[config.mk]
export PLATFORM = sky130hd
export DESIGN_NAME = pmev_core
export DESIGN_NICKNAME = d
export VERILOG_FILES = /design/src/core/pmev_pkg.sv /design/src/core/pmev_core.sv /design/src/core/pmev_debounce.sv
export SDC_FILE = /design/constraint.sdc
export NUM_CORES = 1
export LEC_CHECK = 0
export ABC_AREA = 1
export BUFFER_PORTS_ARGS = -buffer_cell sky130_fd_sc_hd__buf_2
export CORE_MARGIN = 8
export CORE_UTILIZATION = 53
export DETAILED_ROUTE_END_ITERATION = 10
export GPL_TIMING_DRIVEN = 0
export PLACE_DENSITY_LB_ADDON = 0.3
export SLEW_MARGIN = 30
export SYNTH_ARGS = -nofsm -noshare
export SYNTH_HDL_FRONTEND = slang
export SYNTH_SLANG_ARGS = --single-unit
[constraint.sdc]
create_clock -name clk -period 1.58 [get_ports clk]
set_input_delay 0.237 -clock clk [delete_from_list [all_inputs] [get_ports clk]]
set_output_delay 0.237 -clock clk [all_outputs]
set_load 0.02 [all_outputs]
[src/core/pmev_pkg.sv]
// Constants and types shared by the power event status and control block
package pmev_pkg;

    // ========================================================
    // I/O offsets (byte addresses)
    localparam logic [7:0] OFS_FUNC_CTL = 8'h07;
    localparam logic [7:0] OFS_STS_LO = 8'h08;
    localparam logic [7:0] OFS_STS_HI = 8'h09;
    localparam logic [7:0] OFS_EN_LO = 8'h0A;
    localparam logic [7:0] OFS_EN_HI = 8'h0B;
    localparam logic [7:0] OFS_CTL_LO = 8'h0C;
    localparam logic [7:0] OFS_CTL_HI = 8'h0D;
    localparam logic [7:0] OFS_FW_EN = 8'h0F;

    // ========================================================
    // Field positions
    localparam int B_WAKE = 15;
    localparam int B_OVR = 11;
    localparam int B_RTC = 10;
    localparam int B_BTN = 8;
    localparam int B_LOCK = 5;
    localparam int B_BM = 4;
    localparam int B_TMR = 0;
    localparam int CTL_GIE = 0;
    localparam int CTL_BM_RLD = 1;
    localparam int CTLH_SLEEP_GO = 5;
    localparam int CTLH_TYPE_LO = 2;
    localparam int FUNC_DBNC_DIS = 0;
    localparam int FW_LOCK_REL = 1;

    // ========================================================
    // Reset values and implemented-bit masks
    localparam logic [15:0] STS_RESET = 16'h0000;
    localparam logic [15:0] EN_RESET = 16'h0000;
    localparam logic [15:0] STS_MASK = 16'h8D31;
    localparam logic [15:0] EN_MASK = 16'h0521;
    localparam logic [2:0] TYPE_RESET = 3'h0;

    // ========================================================
    // Sleep type codes
    localparam logic [2:0] SLP_FULL_ON = 3'h0;
    localparam logic [2:0] SLP_SOFT_OFF = 3'h5;

    // ========================================================
    // Timing
    localparam int CLK_MHZ = 250;
    localparam real DEBOUNCE_MS = 15.8;
    localparam int OVERRIDE_S = 4;
    localparam int DEBOUNCE_CYC = int'($ceil(DEBOUNCE_MS * 1000.0 * CLK_MHZ));
    localparam int OVERRIDE_CYC = OVERRIDE_S * CLK_MHZ * 1000000;

    // ========================================================
    // Sleep sequencer states
    typedef enum logic [2:0] {
        ST_WORK = 3'b001,
        ST_WAIT = 3'b010,
        ST_SLEEP = 3'b100
    } pmev_state_t;

endpackage

[src/core/pmev_core.sv]
// Power event status, enable, control and sleep entry logic
//
// Functional notes
// - Button edges need 15.8 ms unless bypassed
// - Enabled wakeup while sleeping sets wake, resumes
// - Status sets regardless; cleared by writing one
// - Button held 4 s sets override, always interrupts
// - Clock alarm sets bit 10, gated interrupt
// - Button press while working sets bit 8
// - Button press while asleep always wakes
// - Firmware lock release sets bit 5
// - Bus master request sets bit 4
// - Timer top bit toggle sets bit 0
// - Gated events need global interrupt enable
// - Write-only sleep go starts selected sleep
// - Sleep waits for management interrupt serviced
// - Trap enable makes sleep go raise SMI
// - Sleep type decode, 110/111 reserved
// - Global enable low routes events to SMI
module pmev_core import pmev_pkg::*; #(
    parameter int DEBOUNCE_CYCLES = DEBOUNCE_CYC,
    parameter int OVERRIDE_CYCLES = OVERRIDE_CYC
) (
    input wire logic clk,
    input wire logic rst_b,
    input wire logic [7:0] io_addr,
    input wire logic io_wr,
    input wire logic io_rd,
    input wire logic [7:0] io_wdata,
    output logic [7:0] io_rdata,
    input wire logic power_button_n,
    input wire logic rtc_alarm,
    input wire logic bus_master_req,
    input wire logic timer_msb,
    input wire logic smi_trap_enable,
    input wire logic smi_serviced,
    output logic sci,
    output logic smi_req,
    output logic sleep_active,
    output logic [2:0] sleep_type_active,
    output logic bus_master_reload
);

    // ========================================================
    // State
    typedef struct packed {
        pmev_state_t state;
        logic [15:0] sts;
        logic [15:0] en;
        logic gie;
        logic bm_rld;
        logic [2:0] sleep_type;
        logic [2:0] target;
        logic dbnc_dis;
        logic btn_prev;
        logic rtc_prev;
        logic bm_prev;
        logic tmr_prev;
        logic [31:0] ovr_cnt;
        logic ovr_done;
        logic smi_seen;
        logic sci;
        logic smi;
        logic [7:0] rdata;
    } pmev_core_t;

    pmev_core_t r;
    pmev_core_t n;
    logic btn_level_n;

    // ========================================================
    // Button debounce
    pmev_debounce #(
        .STABLE_CYC(DEBOUNCE_CYCLES)
    ) u_debounce (
        .clk(clk),
        .rst_b(rst_b),
        .raw_n(power_button_n),
        .bypass(r.dbnc_dis),
        .level_n(btn_level_n)
    );

    // ========================================================
    // Event detection and register update
    logic press;
    logic rtc_rise;
    logic bm_rise;
    logic tmr_toggle;
    logic lock_rel;
    logic ovr_hit;
    logic wake_ev;
    logic sleep_wr;
    logic go_req;
    logic type_ok;
    logic working;
    logic [15:0] set_v;
    logic [15:0] clr_v;
    logic [15:0] gated;

    always_comb begin
        n = r;
        working = (r.state != ST_SLEEP);
        press = r.btn_prev & ~btn_level_n;
        rtc_rise = rtc_alarm & ~r.rtc_prev;
        bm_rise = bus_master_req & ~r.bm_prev;
        tmr_toggle = timer_msb ^ r.tmr_prev;
        lock_rel = io_wr && io_addr == OFS_FW_EN && io_wdata[FW_LOCK_REL];
        sleep_wr = io_wr && io_addr == OFS_CTL_HI && io_wdata[CTLH_SLEEP_GO];
        n.btn_prev = btn_level_n;
        n.rtc_prev = rtc_alarm;
        n.bm_prev = bus_master_req;
        n.tmr_prev = timer_msb;

        // ========================================================
        // Override: count while the debounced button is held low
        ovr_hit = 1'b0;
        if (!btn_level_n) begin
            if (r.ovr_cnt < 32'(OVERRIDE_CYCLES - 1)) begin
                n.ovr_cnt = r.ovr_cnt + 32'h1;
            end else if (!r.ovr_done) begin
                ovr_hit = 1'b1;
                n.ovr_done = 1'b1;
            end
        end else begin
            n.ovr_cnt = 32'h0;
            n.ovr_done = 1'b0;
        end

        // ========================================================
        // Wakeup from sleep: button always; alarm, lock release and timer when enabled
        wake_ev = (r.state == ST_SLEEP)
            && (press
            || (rtc_rise && r.en[B_RTC])
            || (lock_rel && r.en[B_LOCK])
            || (tmr_toggle && r.en[B_TMR]));

        // ========================================================
        // Status set sources
        set_v = 16'h0000;
        set_v[B_WAKE] = wake_ev;
        set_v[B_OVR] = ovr_hit;
        set_v[B_RTC] = rtc_rise;
        set_v[B_BTN] = press && working;
        set_v[B_LOCK] = lock_rel;
        set_v[B_BM] = bm_rise;
        set_v[B_TMR] = tmr_toggle;

        // ========================================================
        // Software write-one clears
        clr_v = 16'h0000;
        if (io_wr && io_addr == OFS_STS_LO) begin
            clr_v[7:0] = io_wdata;
        end
        if (io_wr && io_addr == OFS_STS_HI) begin
            clr_v[15:8] = io_wdata;
        end
        // Set wins over a simultaneous clear
        n.sts = ((r.sts & ~clr_v) | set_v) & STS_MASK;

        // ========================================================
        // Register writes
        if (io_wr) begin
            case (io_addr)
                OFS_FUNC_CTL: begin
                    n.dbnc_dis = io_wdata[FUNC_DBNC_DIS];
                end
                OFS_EN_LO: begin
                    n.en[7:0] = io_wdata & EN_MASK[7:0];
                end
                OFS_EN_HI: begin
                    n.en[15:8] = io_wdata & EN_MASK[15:8];
                end
                OFS_CTL_LO: begin
                    n.gie = io_wdata[CTL_GIE];
                    n.bm_rld = io_wdata[CTL_BM_RLD];
                end
                OFS_CTL_HI: begin
                    n.sleep_type = io_wdata[CTLH_TYPE_LO +: 3];
                end
                default: begin
                end
            endcase
        end

        // ========================================================
        // Sleep type decode: full-on and reserved codes start nothing
        case (io_wdata[CTLH_TYPE_LO +: 3])
            3'h1, 3'h2, 3'h3: begin
                type_ok = 1'b1;
            end
            3'h4, SLP_SOFT_OFF: begin
                type_ok = 1'b1;
            end
            default: begin
                type_ok = 1'b0;
            end
        endcase
        go_req = sleep_wr && type_ok;

        // ========================================================
        // Management interrupt: sleep trap or legacy-mode events
        n.smi = (sleep_wr && smi_trap_enable)
            || (!r.gie && |set_v);

        // ========================================================
        // Sleep sequencer
        case (r.state)
            ST_WORK: begin
                if (go_req) begin
                    n.state = ST_WAIT;
                    n.target = io_wdata[CTLH_TYPE_LO +: 3];
                    n.smi_seen = n.smi;
                end
            end
            ST_WAIT: begin
                n.smi_seen = r.smi_seen | r.smi;
                if (smi_serviced && r.smi_seen) begin
                    n.state = ST_SLEEP;
                end
            end
            ST_SLEEP: begin
                if (wake_ev) begin
                    n.state = ST_WORK;
                    n.target = SLP_FULL_ON;
                end
            end
            default: begin
                n.state = ST_WORK;
            end
        endcase

        // ========================================================
        // Control interrupt: wake and override ungated
        gated = n.sts & n.en & EN_MASK;
        n.sci = n.sts[B_WAKE] || n.sts[B_OVR]
            || (n.gie && (|gated
            || (n.sts[B_BM] && n.bm_rld)));

        // ========================================================
        // Read data, registered the cycle after the strobe
        if (io_rd) begin
            case (io_addr)
                OFS_FUNC_CTL: begin
                    n.rdata = {7'h00, r.dbnc_dis};
                end
                OFS_STS_LO: begin
                    n.rdata = r.sts[7:0];
                end
                OFS_STS_HI: begin
                    n.rdata = r.sts[15:8];
                end
                OFS_EN_LO: begin
                    n.rdata = r.en[7:0];
                end
                OFS_EN_HI: begin
                    n.rdata = r.en[15:8];
                end
                OFS_CTL_LO: begin
                    n.rdata = {6'h00, r.bm_rld, r.gie};
                end
                // Sleep go reads back as zero
                OFS_CTL_HI: begin
                    n.rdata = {3'h0, r.sleep_type, 2'h0};
                end
                default: begin
                    n.rdata = 8'h00;
                end
            endcase
        end
    end

    always_ff @(posedge clk or negedge rst_b) begin
        if (!rst_b) begin
            r <= '{
                state: ST_WORK,
                sts: STS_RESET,
                en: EN_RESET,
                gie: 1'b0,
                bm_rld: 1'b0,
                sleep_type: TYPE_RESET,
                target: SLP_FULL_ON,
                dbnc_dis: 1'b0,
                btn_prev: 1'b1,
                rtc_prev: 1'b0,
                bm_prev: 1'b0,
                tmr_prev: 1'b0,
                ovr_cnt: 32'h0,
                ovr_done: 1'b0,
                smi_seen: 1'b0,
                sci: 1'b0,
                smi: 1'b0,
                rdata: 8'h00
            };
        end else begin
            r <= n;
        end
    end

    // ========================================================
    // Outputs
    assign io_rdata = r.rdata;
    assign sci = r.sci;
    assign smi_req = r.smi;
    // One-hot sleep state bit
    assign sleep_active = r.state[2];
    assign sleep_type_active = r.target;
    assign bus_master_reload = r.bm_rld;

endmodule

[src/core/pmev_debounce.sv]
// Power button debounce filter
module pmev_debounce import pmev_pkg::*; #(
    parameter int STABLE_CYC = DEBOUNCE_CYC
) (
    input wire logic clk,
    input wire logic rst_b,
    input wire logic raw_n,
    input wire logic bypass,
    output logic level_n
);

    // ========================================================
    // State
    typedef struct packed {
        logic level;
        logic cand;
        logic [31:0] cnt;
    } pmev_dbnc_t;

    pmev_dbnc_t r;
    pmev_dbnc_t n;

    always_comb begin
        n = r;
        if (bypass) begin
            n.level = raw_n;
            n.cand = raw_n;
            n.cnt = 32'h0;
        end else if (raw_n != r.cand) begin
            n.cand = raw_n;
            n.cnt = 32'h0;
        end else if (r.cand != r.level) begin
            if (r.cnt >= 32'(STABLE_CYC - 1)) begin
                n.level = r.cand;
                n.cnt = 32'h0;
            end else begin
                n.cnt = r.cnt + 32'h1;
            end
        end
    end

    always_ff @(posedge clk or negedge rst_b) begin
        if (!rst_b) begin
            r <= '{level: 1'b1, cand: 1'b1, cnt: 32'h0};
        end else begin
            r <= n;
        end
    end

    assign level_n = r.level;

endmodule

## Word level (Yosys, flattened, before mapping)

Index checks and enable logic that the tools add are counted.

- Add/subtract/negate cells: 2
- Magnitude comparators: 2
- Equal/unequal tests: 24
- Muxes and demuxes: 32
- Bitwise logic cells: 12
- Reductions and logical operators: 41

Operators by type and width:

| kind | count |
|---|---|
| 32-bit two-way mux | 4 |
| 32-bit by 1-bit adder with 32-bit output, second input constant | 2 |
| 8-bit by 4-bit equality test with 1-bit output, second input constant | 7 |
| 8-bit case mux with 7 select lines | 1 |
| 34-bit two-way mux | 1 |
| 33-bit two-way mux | 1 |
| 32-bit by 22-bit >= comparator with 1-bit output, second input constant | 1 |
| 32-bit by 30-bit less-than comparator with 1-bit output, second input constant | 1 |
| 8-bit two-way mux | 4 |
| 21-bit two-way mux | 1 |
| 3-bit two-way mux | 6 |
| 1-bit logical AND | 17 |
| 16-bit bitwise AND | 1 |
| 16-bit NOT | 1 |
| 16-bit bitwise OR | 1 |
| 2-bit nonzero test | 6 |
| 11-bit bitwise AND | 1 |
| 1-bit two-way mux | 10 |
| 3-bit by 2-bit equality test with 1-bit output, second input constant | 3 |
| 3-bit equality test, second input constant | 3 |
| 3-bit case mux with 3 select lines | 1 |
| 3-bit AND reduction | 3 |
| 8-bit by 3-bit equality test with 1-bit output, second input constant | 1 |
| 2-bit inequality test, second input constant | 4 |
| other kinds (18) | 32 |

- Register bits: 117
- Bits of input ports: 26
- Logic and storage cells: 134

## Logic depth before layout (Yosys ltp)

Gate-level depths: netlist of run 1.

- Depth after elaboration: 13
- Gate-level depth with buffers: 14
- Mapped depth without buffers: 14

## Hierarchy

Synthesis of run 1 repeated with hierarchy kept, for this count alone.

- Cell total of the unflattened synthesis: 781
- Area, all modules: 5884.4 µm²

Modules (own cells, without submodules):

| module | times used | cells an instance | area each (µm²) | seq. area each (µm²) |
|---|---|---|---|---|
| pmev_core | 1 | 542 | 4073.9 | 1779.2 |
| pmev_debounce | 1 | 239 | 1810.5 | 853.3 |

## Least setup slack after synthesis of run 1

No wires, ideal clock.

- Kind: reg2reg
- Start: register r[12] (netlist name)
- End: register r[37] (netlist name)
- Library setup time: 0.122 ns
- Arrival: 1.484 ns
- Required time: 1.458 ns
- Setup slack: -0.026 ns
- Cell stages (with the launch flop): 12
- Buffers on the path: 1
- Path through: dfrtp_1 > ha_1 > nand3_2 > nor2_4 > nand2_1 > nand2_2 > nand2_4 > nand2_8 > nand2_4 > buf_6 > nand4_1 > o21ai_1

- Cells in the longest elaborated chain, start to end: 3

Ends and longest elaborated chain:

| element | line | source |
|---|---|---|
| from (decl) | pmev_core.sv:67 | `pmev_core_t r;` |
| from (signal assigned) | pmev_core.sv:274 | `r <= '{` |
| from (signal assigned) | pmev_core.sv:295 | `r <= n;` |
| 32-bit by 1-bit adder with 32-bit output | pmev_core.sv:119 | `n.ovr_cnt = r.ovr_cnt + 32'h1;` |
| 32-bit two-way mux | pmev_core.sv:118 | `if (r.ovr_cnt < 32'(OVERRIDE_CYCLES - 1)) begin` |
| 33-bit two-way mux | pmev_core.sv:117 | `if (!btn_level_n) begin` |

Several ways; a longest one is shown, not always the timed one. The select of a mux whose other input is x is not followed.
A chain may end at the register's enable or synchronous reset.

## Final worst setup path of run 1

- Start: register r[31] (netlist name)
- End: register r[22] (netlist name)

- Cells in the longest elaborated chain, start to end: 2

Ends and longest elaborated chain:

| element | line |
|---|---|
| 32-bit by 30-bit less-than comparator with 1-bit output | pmev_core.sv:118 |
| 2-bit nonzero test (no line) | -- |

No other way between the ends.

==> metrics.md, run 1 <==
| Metric | Value |
|---|---|
| Status | `complete, but fails checks` |
| Failing checks | `negative setup slack` |
| Final wirelength | `18000 um` |
| Synthesis Warnings | `0` |
| Fmax | `roughly 0.57 GHz` |
| Startpoint types | `flop` |
| Critical Path End Type | `flop` |
| Worst Slack Setup Final | `-0.170 ns` |
| Pwr dens | `812 mW/mm^2` |
| WHS Path Cells | `2` |
| CTS clock-pin slew for the worst setup and hold paths | `0.08 ns` |
| # setup viols final | `56` |
| # nets final | `between 900 and 1000` |
| Vias/cell | `5.65` |
| CP max stage cell | `dfrtp_1` |
| Post-DRT Antenna Nets | `0` |
| CTS buffer count | `9` |
| Worst reg2reg endpoint | `r[22]$_DFFE_PN0P_` |
| Layout area overhead | `33.7%` |
| Data arrival, critical path | `between 2 and 2.5 ns` |
| Number of synthesized flops with an enable pin | `0` |
| Tmin final | `between 1.5 and 2 ns` |
| Adder-cell share of the synthesized area | `0.413%` |
| I/O pin cnt | `slightly above 40` |
| Post-synthesis mux area share | `less than 1%` |
| Crit-path cells | `buf_6 -> nand2_2 -> nand2_2 -> nand2_2 -> nand2_2 -> a21oi_4 -> nand2_8 -> nor2_4 -> nand2_1 -> nor2_1 -> nor2_1 -> a21oi_2` |
| Top FF cell, synth | `dfrtp_1` |
| Syn Nets | `796` |
| Initial DRC count | `between 500 and 600` |
| Compound-Gate Fraction of Synth Area | `between 10% and 20%` |
| Post-Synth XOR/XNOR Area | `4.46%` |
| Filler cell count | `774` |
| Die Span Y | `about 120 um` |
| Diode count | `0` |
| Root Driver | `clkbuf_16` |
| Static leakage | `3.65 nW` |
| Req. time, crit path | `1.88 ns` |
| Floorplan row count | `39` |
| Slowest Stage Delay on Critical Path | `around 0.38 ns` |
| Clk Latency, worst-skew pair | `0.37 ns` |
| Register area share after synthesis | `43.5%` |
| Hold Path Sink | `u_debounce.r[32]$_DFFE_PN1P_` |
| Layout cells sized above 1 | `between 30 and 40%` |
| Post-synthesis simple-gate area fraction | `about a third` |
| Total power | `6.58 mW` |
| Cell mode on critical path | `nand2_2` |
| Mapped Area | `around 0.0061 mm^2` |
| Asr flop ratio synth | `100%` |
| Port bufs | `37` |
| Syn_area_per_cell | `between 7 and 8 um^2` |
| Core Area | `0.0113 mm^2` |
| Total GRT Usage | `between 20 and 25%` |
| DP HPWL | `10400 um` |
| Max Fanout on Critical Path | `7` |
| Hold Crit Start | `power_button_n` |
| Peak VDD IR | `roughly 1 mV` |
| Skew final | `between 0.009 and 0.01 ns` |
| Via Count | `approximately 5900` |
| FF+latch count, synth | `between 100 and 150` |
| WS Path Type | `flop to flop` |
| Synth Instances | `roughly 770` |
| Util after Layout | `just over 70%` |
| Max Cap Viol | `0` |
| Total congestion overflow | `0` |
| Die W | `about 120 um` |
| Starting Density | `a little over half` |
| Fin. Hold Viols | `0` |
| Min-delay worst type | `input pin to flop` |
| DR WL/cell | `between 15 and 20 um` |
| Depth of the CTS H-tree | `3` |
| Reg2reg start | `r[31]$_DFFE_PN0P_` |
| Die Area | `roughly 0.015 mm^2` |
| Clock Sinks | `about 110` |
| Setup slack on the worst flop-to-flop path | `-0.17 ns` |
| Netlist cell types | `50` |
| Unrepaired setup endpoints after global routing | `true` |
| Largest family of logic cells by synthesized area | `simple AND/OR/NAND/NOR gates` |
| Fin crit share | `111%` |
| Vias in the first global route | `~5500` |
| Max-slew violation count | `0` |
| CTS tree | `done` |
| Max clock buf depth | `2` |
| First-pass GRT wire length | `26200 um` |
| RePlAce Congestion | `a little under 1` |
| Initial antenna violation count | `0` |
| TritonRoute pass-1 iters | `5` |
| Worst reg2reg path depth | `12` |
| DRC errors left | `0` |
| Largest net degree at the start of global routing | `60` |
==> repair_timing <==
| item | CTS | global route |
|---|---|---|
| endpoints found under the hold margin | 48 | 0 |
| hold buffers | 4 | 0 |
| gates resized for setup | 90 | 96 |
| setup buffers | 37 | 42 |
| setup endpoints to repair | 67 | 72 |
| pin swaps | 24 | 33 |
| cloned | 3 | 0 |
==> cell families (layout without fill, tap and decap cells) <==
group	after synthesis	in the layout
AO/OA/AOI/OAI	101	101
flip-flops	105	105
multiplexers	1	1
XOR/XNOR	30	30
buffers and inverters	131	268
adder cells (fa/ha/maj)	2	2
other	1	1
AND/OR/NAND/NOR	397	397
==> worst max-delay path by stage <==
| stage | start | endpoint | slack (ns) | cells past startpoint |
|---|---|---|---|---|
| 6_report | r[31]$_DFFE_PN0P_ | r[22]$_DFFE_PN0P_ | -0.17 | 12 |
| 5_1_grt | r[31]$_DFFE_PN0P_ | r[22]$_DFFE_PN0P_ | -0.25 | 12 |
| 4_1_cts | u_debounce.r[1]$_DFFE_PN0P_ | u_debounce.r[0]$_DFFE_PN0P_ | -0.11 | 9 |
| 3_5_place_dp | u_debounce.r[0]$_DFFE_PN0P_ | u_debounce.r[20]$_DFFE_PN0P_ | -0.27 | 9 |
| 3_3_place_gp | rst_b | u_debounce.r[26]$_DFFE_PN0P_ | -0.87 | 1 |
| 2_1_floorplan | r[12]$_DFFE_PN0P_ | r[37]$_DFFE_PN0P_ | 0.01 | 11 |
==> synthesized netlist by cell type (5+ instances only) <==
master,instances,area [um^2]
xnor2_1,6,52.6
o22ai_1,14,87.6
nor2_2,6,37.5
o21ai_0,30,150
dfrtp_1,101,2530
a21oi_1,14,70.1
inv_1,91,342
buf_4,14,105
buf_2,5,25.0
nand4_1,25,156
nor2_4,5,56.3
nor4_1,7,43.8
o31ai_2,7,87.6
inv_2,10,37.5
xor2_1,23,201
nand3_2,11,110
nand3_1,48,240
nor3_1,23,115
nand2_1,182,683
o21ai_1,23,115
nor2_1,69,259
==> flip-flops by register name (all words and copies together), names as in the netlist, named ones only <==
register            count
io_rdata                7
u_debounce.r           33
bus_master_reload       1
u_debounce.level_n      1
sleep_active            1
r                      56
sleep_type_active       3
smi_req                 1
sci                     1
==> final cells by class <==
cell class,count,area [um^2],share of cell area [%]
multi-input cells,532,3420,42.2
flip-flops and latches,105,2650,32.7
repair buffers,122,913,11.3
inverters,104,413,5.10
plain buffers,26,229,2.83
clock buffers,9,225,2.78
well taps,143,179,2.21
clock inverters,7,70.1,0.865
==> per-layer routing <==
layer / wire length [um] / track usage, % / up-vias
met5: 0 / 0 / -
li1: - / - / 2778
met2: 9210 / 37.3 / 210
met3: 1010 / 5.71 / 59
met4: 567 / 8.23 / 0
met1: 7160 / 26.1 / 2873
==> placed cells by master, fill, tap and decap left out, types with 3 or more instances in the layout <==
master,synthesis,routed
nand2_1,182,160
dfrtp_1,101,88
inv_1,91,84
buf_4,14,82
nor2_1,69,55
nand3_1,48,41
buf_2,5,40
nand4_1,25,25
xor2_1,23,23
o21ai_1,23,22
nand2_2,4,22
o21ai_0,30,21
nor2_2,6,14
buf_6,4,14
o21ai_2,4,14
nor3_2,4,13
dfrtp_2,0,13
inv_2,10,12
o22ai_2,0,12
nor2_4,5,11
nor3_1,23,11
nand3_4,1,10
a21oi_1,14,10
nand3_2,11,9
clkbuf_16,0,9
o31ai_2,7,6
nand2_4,2,5
nor3_4,2,5
xnor2_1,6,5
a21oi_2,1,5
nor4_1,7,5
inv_8,0,4
dlygate4sd3_1,0,4
dfstp_2,4,4
clkinv_1,3,3
inv_4,0,3
buf_8,0,3
inv_6,0,3
==> worst max-delay path, delay by kind of cell (launching register included) <==
kind,cells,cell delay (ns)
AND/OR/NAND/NOR,9,0.82
flip-flops,1,0.38
AO/OA/AOI/OAI,2,0.34
buffers and inverters,1,0.14
==> power by group <==
part	switching, mW	leakage, nW	internal [mW]
logic	0.798	2.13	0.545
clock network	1.17	0.147	1.12
registers	0.130	1.37	2.81
total	2.10	3.65	4.48
==> metrics by stage <==
step	setup TNS [ns]	instance area [um^2]	instances	hold WS, ns	worst slack [ns]
floorplan	0	6070	768	-0.0586	0.0132
global placement	-97.18	6430	948	0.356	-0.875
finish	-4.78	8100	1048	0.116	-0.170
CTS	-3.55	7420	1008	0.0797	-0.113
global route	-10.17	8100	1048	0.112	-0.253
detailed placement	-12.03	6470	949	0.201	-0.269
(Power assumes the default switching activity.)
==> inputs of run 2 (changes only) <==
Settings changed: ABC_AREA 1 to 0, CORE_UTILIZATION 53 to 45.
==> run 2 against run 1 <==
The run still ends with negative setup slack left. Sequential power fell by 6%. Combinational power is 69% lower. Setup slack got worse by 0.50 ns. Clock skew hardly changed. Die area grew 4.7%. Wire length shrank 22%. Via count fell by 21%. Critical endpoint is now r[10]$_DFFE_PN0P_. Largest power group unchanged.
==> metrics.md, run 2 <==
| Metric | Value |
|---|---|
| Most frequent cells in the layout | `dfrtp_1, nand2_1, buf_4 (was nand2_1, dfrtp_1, inv_1)` |
| Vias/cell | `5.80 (was 5.65)` |
| Pwr dens | `762 mW/mm^2 (was 812 mW/mm^2)` |
| Max Cap Viol | `0 (unchanged)` |
| Largest net degree at the start of global routing | `67 (was 60)` |
| DP HPWL | `9040 um (was 10400 um)` |
| Floorplan row count | `40 (was 39)` |
| Max clock buf depth | `2 (unchanged)` |
| # nets final | `680 (was 928)` |
| Die Area | `0.0158 mm^2 (was 0.0151 mm^2)` |
| Largest reg by FF count | `r (unchanged)` |
| Diode count | `0 (unchanged)` |
| I/O pin cnt | `41 (unchanged)` |
| Max-slew headroom | `about three fifths` |
| Most common cell after layout, fill and taps aside | `dfrtp_1 (was nand2_1)` |
| Reg2reg start | `r[30]$_DFFE_PN0P_ (was r[31]$_DFFE_PN0P_)` |
| Critical Path End Type | `flop (unchanged)` |
| Yosys top cell by area | `dfrtp_1 (unchanged)` |
| Max-slew violation count | `0 (unchanged)` |
| Startpoint types | `flop (unchanged)` |
| Fin. Hold Viols | `0 (unchanged)` |
| First-pass GRT wire length | `22400 um (was 26200 um)` |
| Synth area leaders | `dfrtp_1, nand2_1, o21ai_0 (was dfrtp_1, nand2_1, inv_1)` |
| Core Area | `0.0119 mm^2 (was 0.0113 mm^2)` |
| DRC errors left | `0 (unchanged)` |
| Port bufs | `36 (was 37)` |
| Failing checks | `negative setup slack (unchanged)` |
| Worst Slack Setup Final | `-0.669 ns (was -0.170 ns)` |
| Static leakage | `2.95 nW (was 3.65 nW)` |
| List of most frequent post-synthesis cells | `dfrtp_1, nand2_1, nor2_1, o21ai_0, nand3_1 (was nand2_1, dfrtp_1, inv_1, nor2_1, nand3_1)` |
| Layout cells sized above 1 | `31.8% (was 37.1%)` |
| Layout area overhead | `28.1% (was 33.7%)` |
| Top cell type's share of synthesized area | `46.6% (was 41.7%)` |
| Root Driver | `clkbuf_16 (unchanged)` |
| Initial DRC count | `417 (was 565)` |
| Synthesis Warnings | `0 (unchanged)` |
| Final Cell Area | `0.00695 mm^2 (was 0.00810 mm^2)` |
| Fmax | `0.445 GHz (was 0.571 GHz)` |
| Clk Latency, worst-skew pair | `0.36 ns (was 0.37 ns)` |
| Fin crit share | `142% (was 111%)` |
| Peak VDD IR | `0.398 mV (was 1.03 mV)` |
| Mapped Area | `0.00543 mm^2 (was 0.00606 mm^2)` |
| Netlist cell types | `65 (was 50)` |
| Data arrival, critical path | `2.55 ns (was 2.05 ns)` |
| Psw | `1.28 mW (was 2.10 mW)` |
| Initial antenna violation count | `1 (was 0)` |
| Vias in the first global route | `4650 (was 5543)` |
| DR WL/cell | `17.3 um (was 17.1 um)` |
| Top FF cell, synth | `dfrtp_1 (unchanged)` |
| Min-delay worst type | `input pin to flop (unchanged)` |
| Syn Nets | `592 (was 796)` |
| Sequential Power Share | `52.2% (was 44.8%)` |
| Pre-CTS WS | `-0.883 ns (was -0.269 ns)` |
| Clock share of power | `39.9% (was 34.8%)` |
| Hold Crit Start | `timer_msb (was power_button_n)` |
| Max FFs per register | `56 (unchanged)` |
| Starting Density | `45.5% (was 53.7%)` |
| FF+latch count, synth | `105 (unchanged)` |
| Unrepaired setup endpoints after global routing | `true (unchanged)` |
| Placed inst area | `0.00594 mm^2 (was 0.00647 mm^2)` |
| Tmin final | `2.25 ns (was 1.75 ns)` |
| Depth of the CTS H-tree | `3 (unchanged)` |
| Register area share after synthesis | `48.5% (was 43.5%)` |
| Int Power | `4.01 mW (was 4.48 mW)` |
| Max Fanout on Critical Path | `5 (was 7)` |
| Final wirelength | `13900 um (was 18000 um)` |
| Crit path launch | `r[30]$_DFFE_PN0P_ (was r[31]$_DFFE_PN0P_)` |
| Comb pwr share | `7.9% (was 20.4%)` |
| Syn_area_per_cell | `9.62 um^2 (was 7.89 um^2)` |
| Via Count | `4667 (was 5920)` |
| # setup viols final | `64 (was 56)` |
| Die Span Y | `126 um (was 123 um)` |
| Final setup TNS | `-33.74 ns (was -4.78 ns)` |
| Top-count cell post-synth | `dfrtp_1 (was nand2_1)` |
| Die W | `126 um (was 123 um)` |
| Util after Layout | `58.3% (was 71.9%)` |
| WS Path Type | `flop to flop (unchanged)` |
| Status | `complete, but fails checks (unchanged)` |
| Total GRT Usage | `17.1% (was 21.9%)` |
| Number of synthesized flops with an enable pin | `0 (unchanged)` |
| Hold slack | `0.0154 ns (was 0.116 ns)` |
| Asr flop ratio synth | `100% (unchanged)` |
| Switching share of power | `24.2% (was 31.9%)` |
| Worst Tran Pin Value | `roughly 0.63 ns` |
| CTS clock-pin slew for the worst setup and hold paths | `0.07 ns (was 0.08 ns)` |
| TritonRoute pass-1 iters | `5 (unchanged)` |
| Req. time, crit path | `1.88 ns (about the same)` |
| Clock Sinks | `105 (unchanged)` |
| CTS buffer count | `9 (unchanged)` |
| Synth Instances | `564 (was 768)` |
| RePlAce Congestion | `0.861 (was 0.967)` |
| Post-DRT Antenna Nets | `0 (unchanged)` |
| Total congestion overflow | `0 (unchanged)` |
| CTS tree | `done (unchanged)` |
| Skew final | `0.00940 ns (was 0.00946 ns)` |
==> run 2: cell types whose count changed in the layout (fill, tap and decap cells not counted), moves of 16 or more <==
cell	before	now
nand2_2	22	2
o21ai_1	22	5
buf_4	82	45
a21o_1	1	17
and2_1	0	18
nand2_1	160	55
nor2_1	55	35
nand3_1	41	17
inv_1	84	17
==> run 2: per-stage QoR <==
step                total power [mW]  instances
floorplan                       2.98        564
global placement                3.14        747
detailed placement              3.16        748
CTS                             5.30        791
global route                    5.47        804
finish                          5.29        804
==> run 2: kinds of logic after synthesis <==
group	synth area share, %
DFF	48.5
AOI/OAI and AO/OA	15.8
muxes	3.11
adders and majority gates	0.461
and+or+nand+nor	25.3
other	0.0691
buffers and inverters	4.66
xor gates and xnor gates	2.10
==> run 2: power by group through the flow <==
| stage | logic, mW | clock network (mW) | registers, mW |
|---|---|---|---|
| global placement | 0.325 | 0 | 2.81 |
| finish | 0.419 | 2.11 | 2.77 |
| CTS | 0.397 | 2.14 | 2.76 |
| detailed placement | 0.343 | 0 | 2.81 |
| floorplan | 0.169 | 0 | 2.81 |
| global route | 0.460 | 2.24 | 2.77 |
==> run 2: what timing repair did <==
action,in CTS,in global routing
hold buffers,3,0
hold endpoints to repair,41,0
gates resized for setup,55,68
endpoints found under the setup margin,81,80
pin swaps,32,22
setup buffers,23,15
cloned,2,1
==> run 2: metal layers <==
| layer | track usage, % | wire length [um] | part of all wire, % |
|---|---|---|---|
| met1 | 21.2 | 6220 | 45 |
| met2 | 28.4 | 6910 | 50 |
| met3 | 3.59 | 528 | 3.8 |
| met4 | 7.50 | 252 | 1.8 |
| met5 | 0 | 10 | 0.072 |
==> run 2: layout make-up <==
cell class,instances,area (um^2)
repair buffers,80,608
fillers,1019,4960
clock buffers,14,254
flip-flops and latches,105,2640
well taps,147,184
inverters,20,82.6
multi-input cells,406,2950
plain buffers,30,224
clock inverters,2,13.8
==> run 2: worst max-delay path: stages (launching register included) <==
cell	delay (ns)
dfrtp_2	0.43
or4b_4	0.53
nor4_4	0.31
o211ai_4	0.17
a211o_4	0.39
o211ai_4	0.19
mux2_4	0.17
==> run 2: final timing paths <==
check / to / slack [ns] / depth (start not counted)
worst max-delay path: r[10]$_DFFE_PN0P_ / -0.67 / 6
worst min-delay path: r[44]$_DFF_PN0_ / 0.02 / 1
worst max register to register: r[10]$_DFFE_PN0P_ / -0.67 / 6
worst min register to register: u_debounce.r[25]$_DFFE_PN0P_ / 0.49 / 1
max in group asynchronous: r[30]$_DFFE_PN0P_ / 0.53 / 3
min in group asynchronous: io_rdata[4]$_DFFE_PN0P_ / 0.36 / 2
==> inputs of run 3 (changes only) <==
Settings changed: SETUP_SLACK_MARGIN set to 0.05.
==> run 3 against run 2 <==
The flow still finishes with violations (negative setup slack). Sequential share of layout area decreased by 2.0 points. Highest routed layer unchanged. Critical endpoint is now r[41]$_DFFE_PN0P_. Die area stayed put. Count of clock-buffer cells in the layout fell by 5. Fmax is 2.4% lower. Cell area increased by 5.6%. Global-route usage up 0.88 points. Non-clock buffer count rose by 26. Sequential cell count unchanged. Register-to-register slack worse by 0.05 ns. Core utilization increased by 3.3 points. Critical path type unchanged. Clock skew hardly changed. Via count up 6.3%.
==> metrics.md, run 3 (synthesis results as in run 2) <==
| Metric | Value |
|---|---|
| Status | `complete, but fails checks (unchanged)` |
| Failing checks | `negative setup slack (unchanged)` |
| Cell mode on critical path | `buf_6 (was o211ai_4)` |
| Total GRT Usage | `18.0% (was 17.1%)` |
| Depth of the CTS H-tree | `3 (unchanged)` |
| CTS tree | `done (unchanged)` |
| Diode count | `0 (unchanged)` |
| Reg2reg start | `r[30]$_DFFE_PN0P_ (unchanged)` |
| Hold Crit Start | `timer_msb (unchanged)` |
| Fin. Hold Viols | `0 (unchanged)` |
| Largest reg by FF count | `r (unchanged)` |
| Top delay family on crit path | `simple AND/OR/NAND/NOR gates (unchanged)` |
| Vias in the first global route | `4896 (was 4650)` |
| Clk Latency, worst-skew pair | `0.36 ns (about the same)` |
| Final setup TNS | `-36.38 ns (was -33.74 ns)` |
| Pwr dens | `758 mW/mm^2 (was 762 mW/mm^2)` |
| Max-slew headroom | `59.9% (was 58.0%)` |
| Clock Sinks | `105 (unchanged)` |
| Vias/cell | `5.97 (was 5.80)` |
| Data arrival, critical path | `2.55 ns (about the same)` |
| Bufs and invs on worst path | `3 (was 0)` |
| Die Area | `0.0158 mm^2 (unchanged)` |
| Max-slew violation count | `0 (unchanged)` |
| Max Cap Viol | `0 (unchanged)` |
| CP max stage cell | `or4b_4 (unchanged)` |
| Max Fanout on Critical Path | `5 (unchanged)` |
| Worst Tran Pin Value | `0.598 ns (was 0.629 ns)` |
| Final wirelength | `15100 um (was 13900 um)` |
| Largest net degree at the start of global routing | `58 (was 67)` |
| Crit path launch | `r[30]$_DFFE_PN0P_ (unchanged)` |
| # setup viols final | `70 (was 64)` |
| Most frequent cells in the layout | `dfrtp_1, buf_4, nand2_1 (was dfrtp_1, nand2_1, buf_4)` |
| RePlAce Congestion | `0.864 (was 0.861)` |
| Worst Slack Setup Final | `-0.723 ns (was -0.669 ns)` |
| Most common cell after layout, fill and taps aside | `dfrtp_1 (unchanged)` |
| Floorplan row count | `40 (unchanged)` |
| Die W | `126 um (unchanged)` |
| Post-DRT Antenna Nets | `0 (unchanged)` |
| Final Cell Area | `0.00734 mm^2 (was 0.00695 mm^2)` |
| Layout area overhead | `35.3% (was 28.1%)` |
| Req. time, crit path | `1.82 ns (was 1.88 ns)` |
| Port bufs | `36 (unchanged)` |
| I/O pin cnt | `41 (unchanged)` |
| Min-delay worst type | `input pin to flop (unchanged)` |
| Fin crit share | `146% (was 142%)` |
| Core Area | `0.0119 mm^2 (unchanged)` |
| Total congestion overflow | `0 (unchanged)` |
| Initial DRC count | `342 (was 417)` |
| Startpoint types | `flop (unchanged)` |
| Skew final | `0.00969 ns (was 0.00940 ns)` |
| Slowest Stage Delay on Critical Path | `0.56 ns (was 0.53 ns)` |
| Layout cells sized above 1 | `36.7% (was 31.8%)` |
| CTS buffer count | `9 (unchanged)` |
| First-pass GRT wire length | `23600 um (was 22400 um)` |
| Initial antenna violation count | `1 (unchanged)` |
| DRC errors left | `0 (unchanged)` |
| DR WL/cell | `18.2 um (was 17.3 um)` |
| Unrepaired setup endpoints after global routing | `true (unchanged)` |
| Die Span Y | `126 um (unchanged)` |
| CTS clock-pin slew for the worst setup and hold paths | `0.08 ns (was 0.07 ns)` |
| Fmax | `0.434 GHz (was 0.445 GHz)` |
| Max FFs per register | `56 (unchanged)` |
| Max clock buf depth | `2 (unchanged)` |
| Tmin final | `2.30 ns (was 2.25 ns)` |
| WS Path Type | `flop to flop (unchanged)` |
| DP HPWL | `9020 um (was 9040 um)` |
| Static leakage | `3.14 nW (was 2.95 nW)` |
| Crit-path cells | `or4b_4 -> nor4_4 -> o211ai_4 -> buf_6 -> nand3_4 -> buf_6 -> buf_6 -> nor3_2 -> o21a_1 (was or4b_4 -> nor4_4 -> o211ai_4 -> a211o_4 -> o211ai_4 -> mux2_4)` |
| Critical Path End Type | `flop (unchanged)` |
| Placed inst area | `0.00594 mm^2 (about the same)` |
| Starting Density | `45.5% (unchanged)` |
| TritonRoute pass-1 iters | `5 (unchanged)` |
| Root Driver | `clkbuf_16 (unchanged)` |
| # nets final | `707 (was 680)` |
| Peak VDD IR | `0.431 mV (was 0.398 mV)` |
| Via Count | `4963 (was 4667)` |
==> run 3: cell count changes in the layout (fill, tap and decap cells not counted), moves of 3 or more <==
cell | previous run | this run
buf_6 | 12 | 16
a21oi_2 | 6 | 10
o21ai_1 | 5 | 8
or4_4 | 4 | 8
or4_1 | 10 | 6
a21oi_1 | 14 | 10
buf_4 | 45 | 62
clkbuf_1 | 10 | 5
==> run 3: layer usage <==
metal,track usage (%),wire length [um]
met5,0,13
met4,8.56,432
met3,4.18,920
met2,30.1,7490
met1,21.6,6230
==> run 3: final timing paths <==
path / slack [ns] / cells after the start / end
setup / recovery: -0.72 / 9 / r[41]$_DFFE_PN0P_
hold / removal: 0.01 / 1 / r[44]$_DFF_PN0_
setup reg to reg: -0.72 / 9 / r[41]$_DFFE_PN0P_
hold reg to reg: 0.42 / 0 / r[47]$_DFF_PN1_
max in group asynchronous: 0.50 / 3 / u_debounce.r[32]$_DFFE_PN1P_
min in group asynchronous: 0.40 / 2 / r[54]$_DFFE_PN0P_
==> run 3: metrics by stage <==
step	utilization, %	power [mW]	std cells	hold slack, ns	setup WS (ns)
6_report	61.6	5.56	831	0.0138	-0.723
5_1_grt	61.6	5.75	831	0.0100	-0.757
4_1_cts	57.7	5.54	809	0.00954	-0.677
3_5_place_dp	49.9	3.16	748	0.212	-0.941
3_3_place_gp	49.6	3.14	747	0.356	-0.877
2_1_floorplan	-	2.98	564	-0.0586	-0.537
==> run 3: what timing repair did <==
item	CTS	global route
hold buffers	3	0
gates resized for setup	59	83
setup buffers	38	23
gates cloned	5	1
setup endpoints to repair	83	88
hold endpoints to repair	49	0
pin swaps	45	46
==> run 3: final cells by class <==
class,instances,area [um^2]
well taps,147,184
fillers,936,4570
repair buffers,104,828
clock buffers,9,225
flip-flops and latches,105,2640
multi-input cells,407,3040
plain buffers,32,259
clock inverters,7,83.8
inverters,20,80.1
==> run 3: power breakdown <==
part	total [mW]	switching (mW)	internal, mW
sequential	2.76	0.0354	2.73
combinational	0.452	0.271	0.181
clock	2.35	1.09	1.26
==> run 3: worst reg2reg max path: stages, from the launching register on <==
cell and delay, ns:
dfrtp_1 0.42, or4b_4 0.56, nor4_4 0.33, o211ai_4 0.15, buf_6 0.15, nand3_4 0.08, buf_6 0.15, buf_6 0.12
nor3_2 0.05, o21a_1 0.18
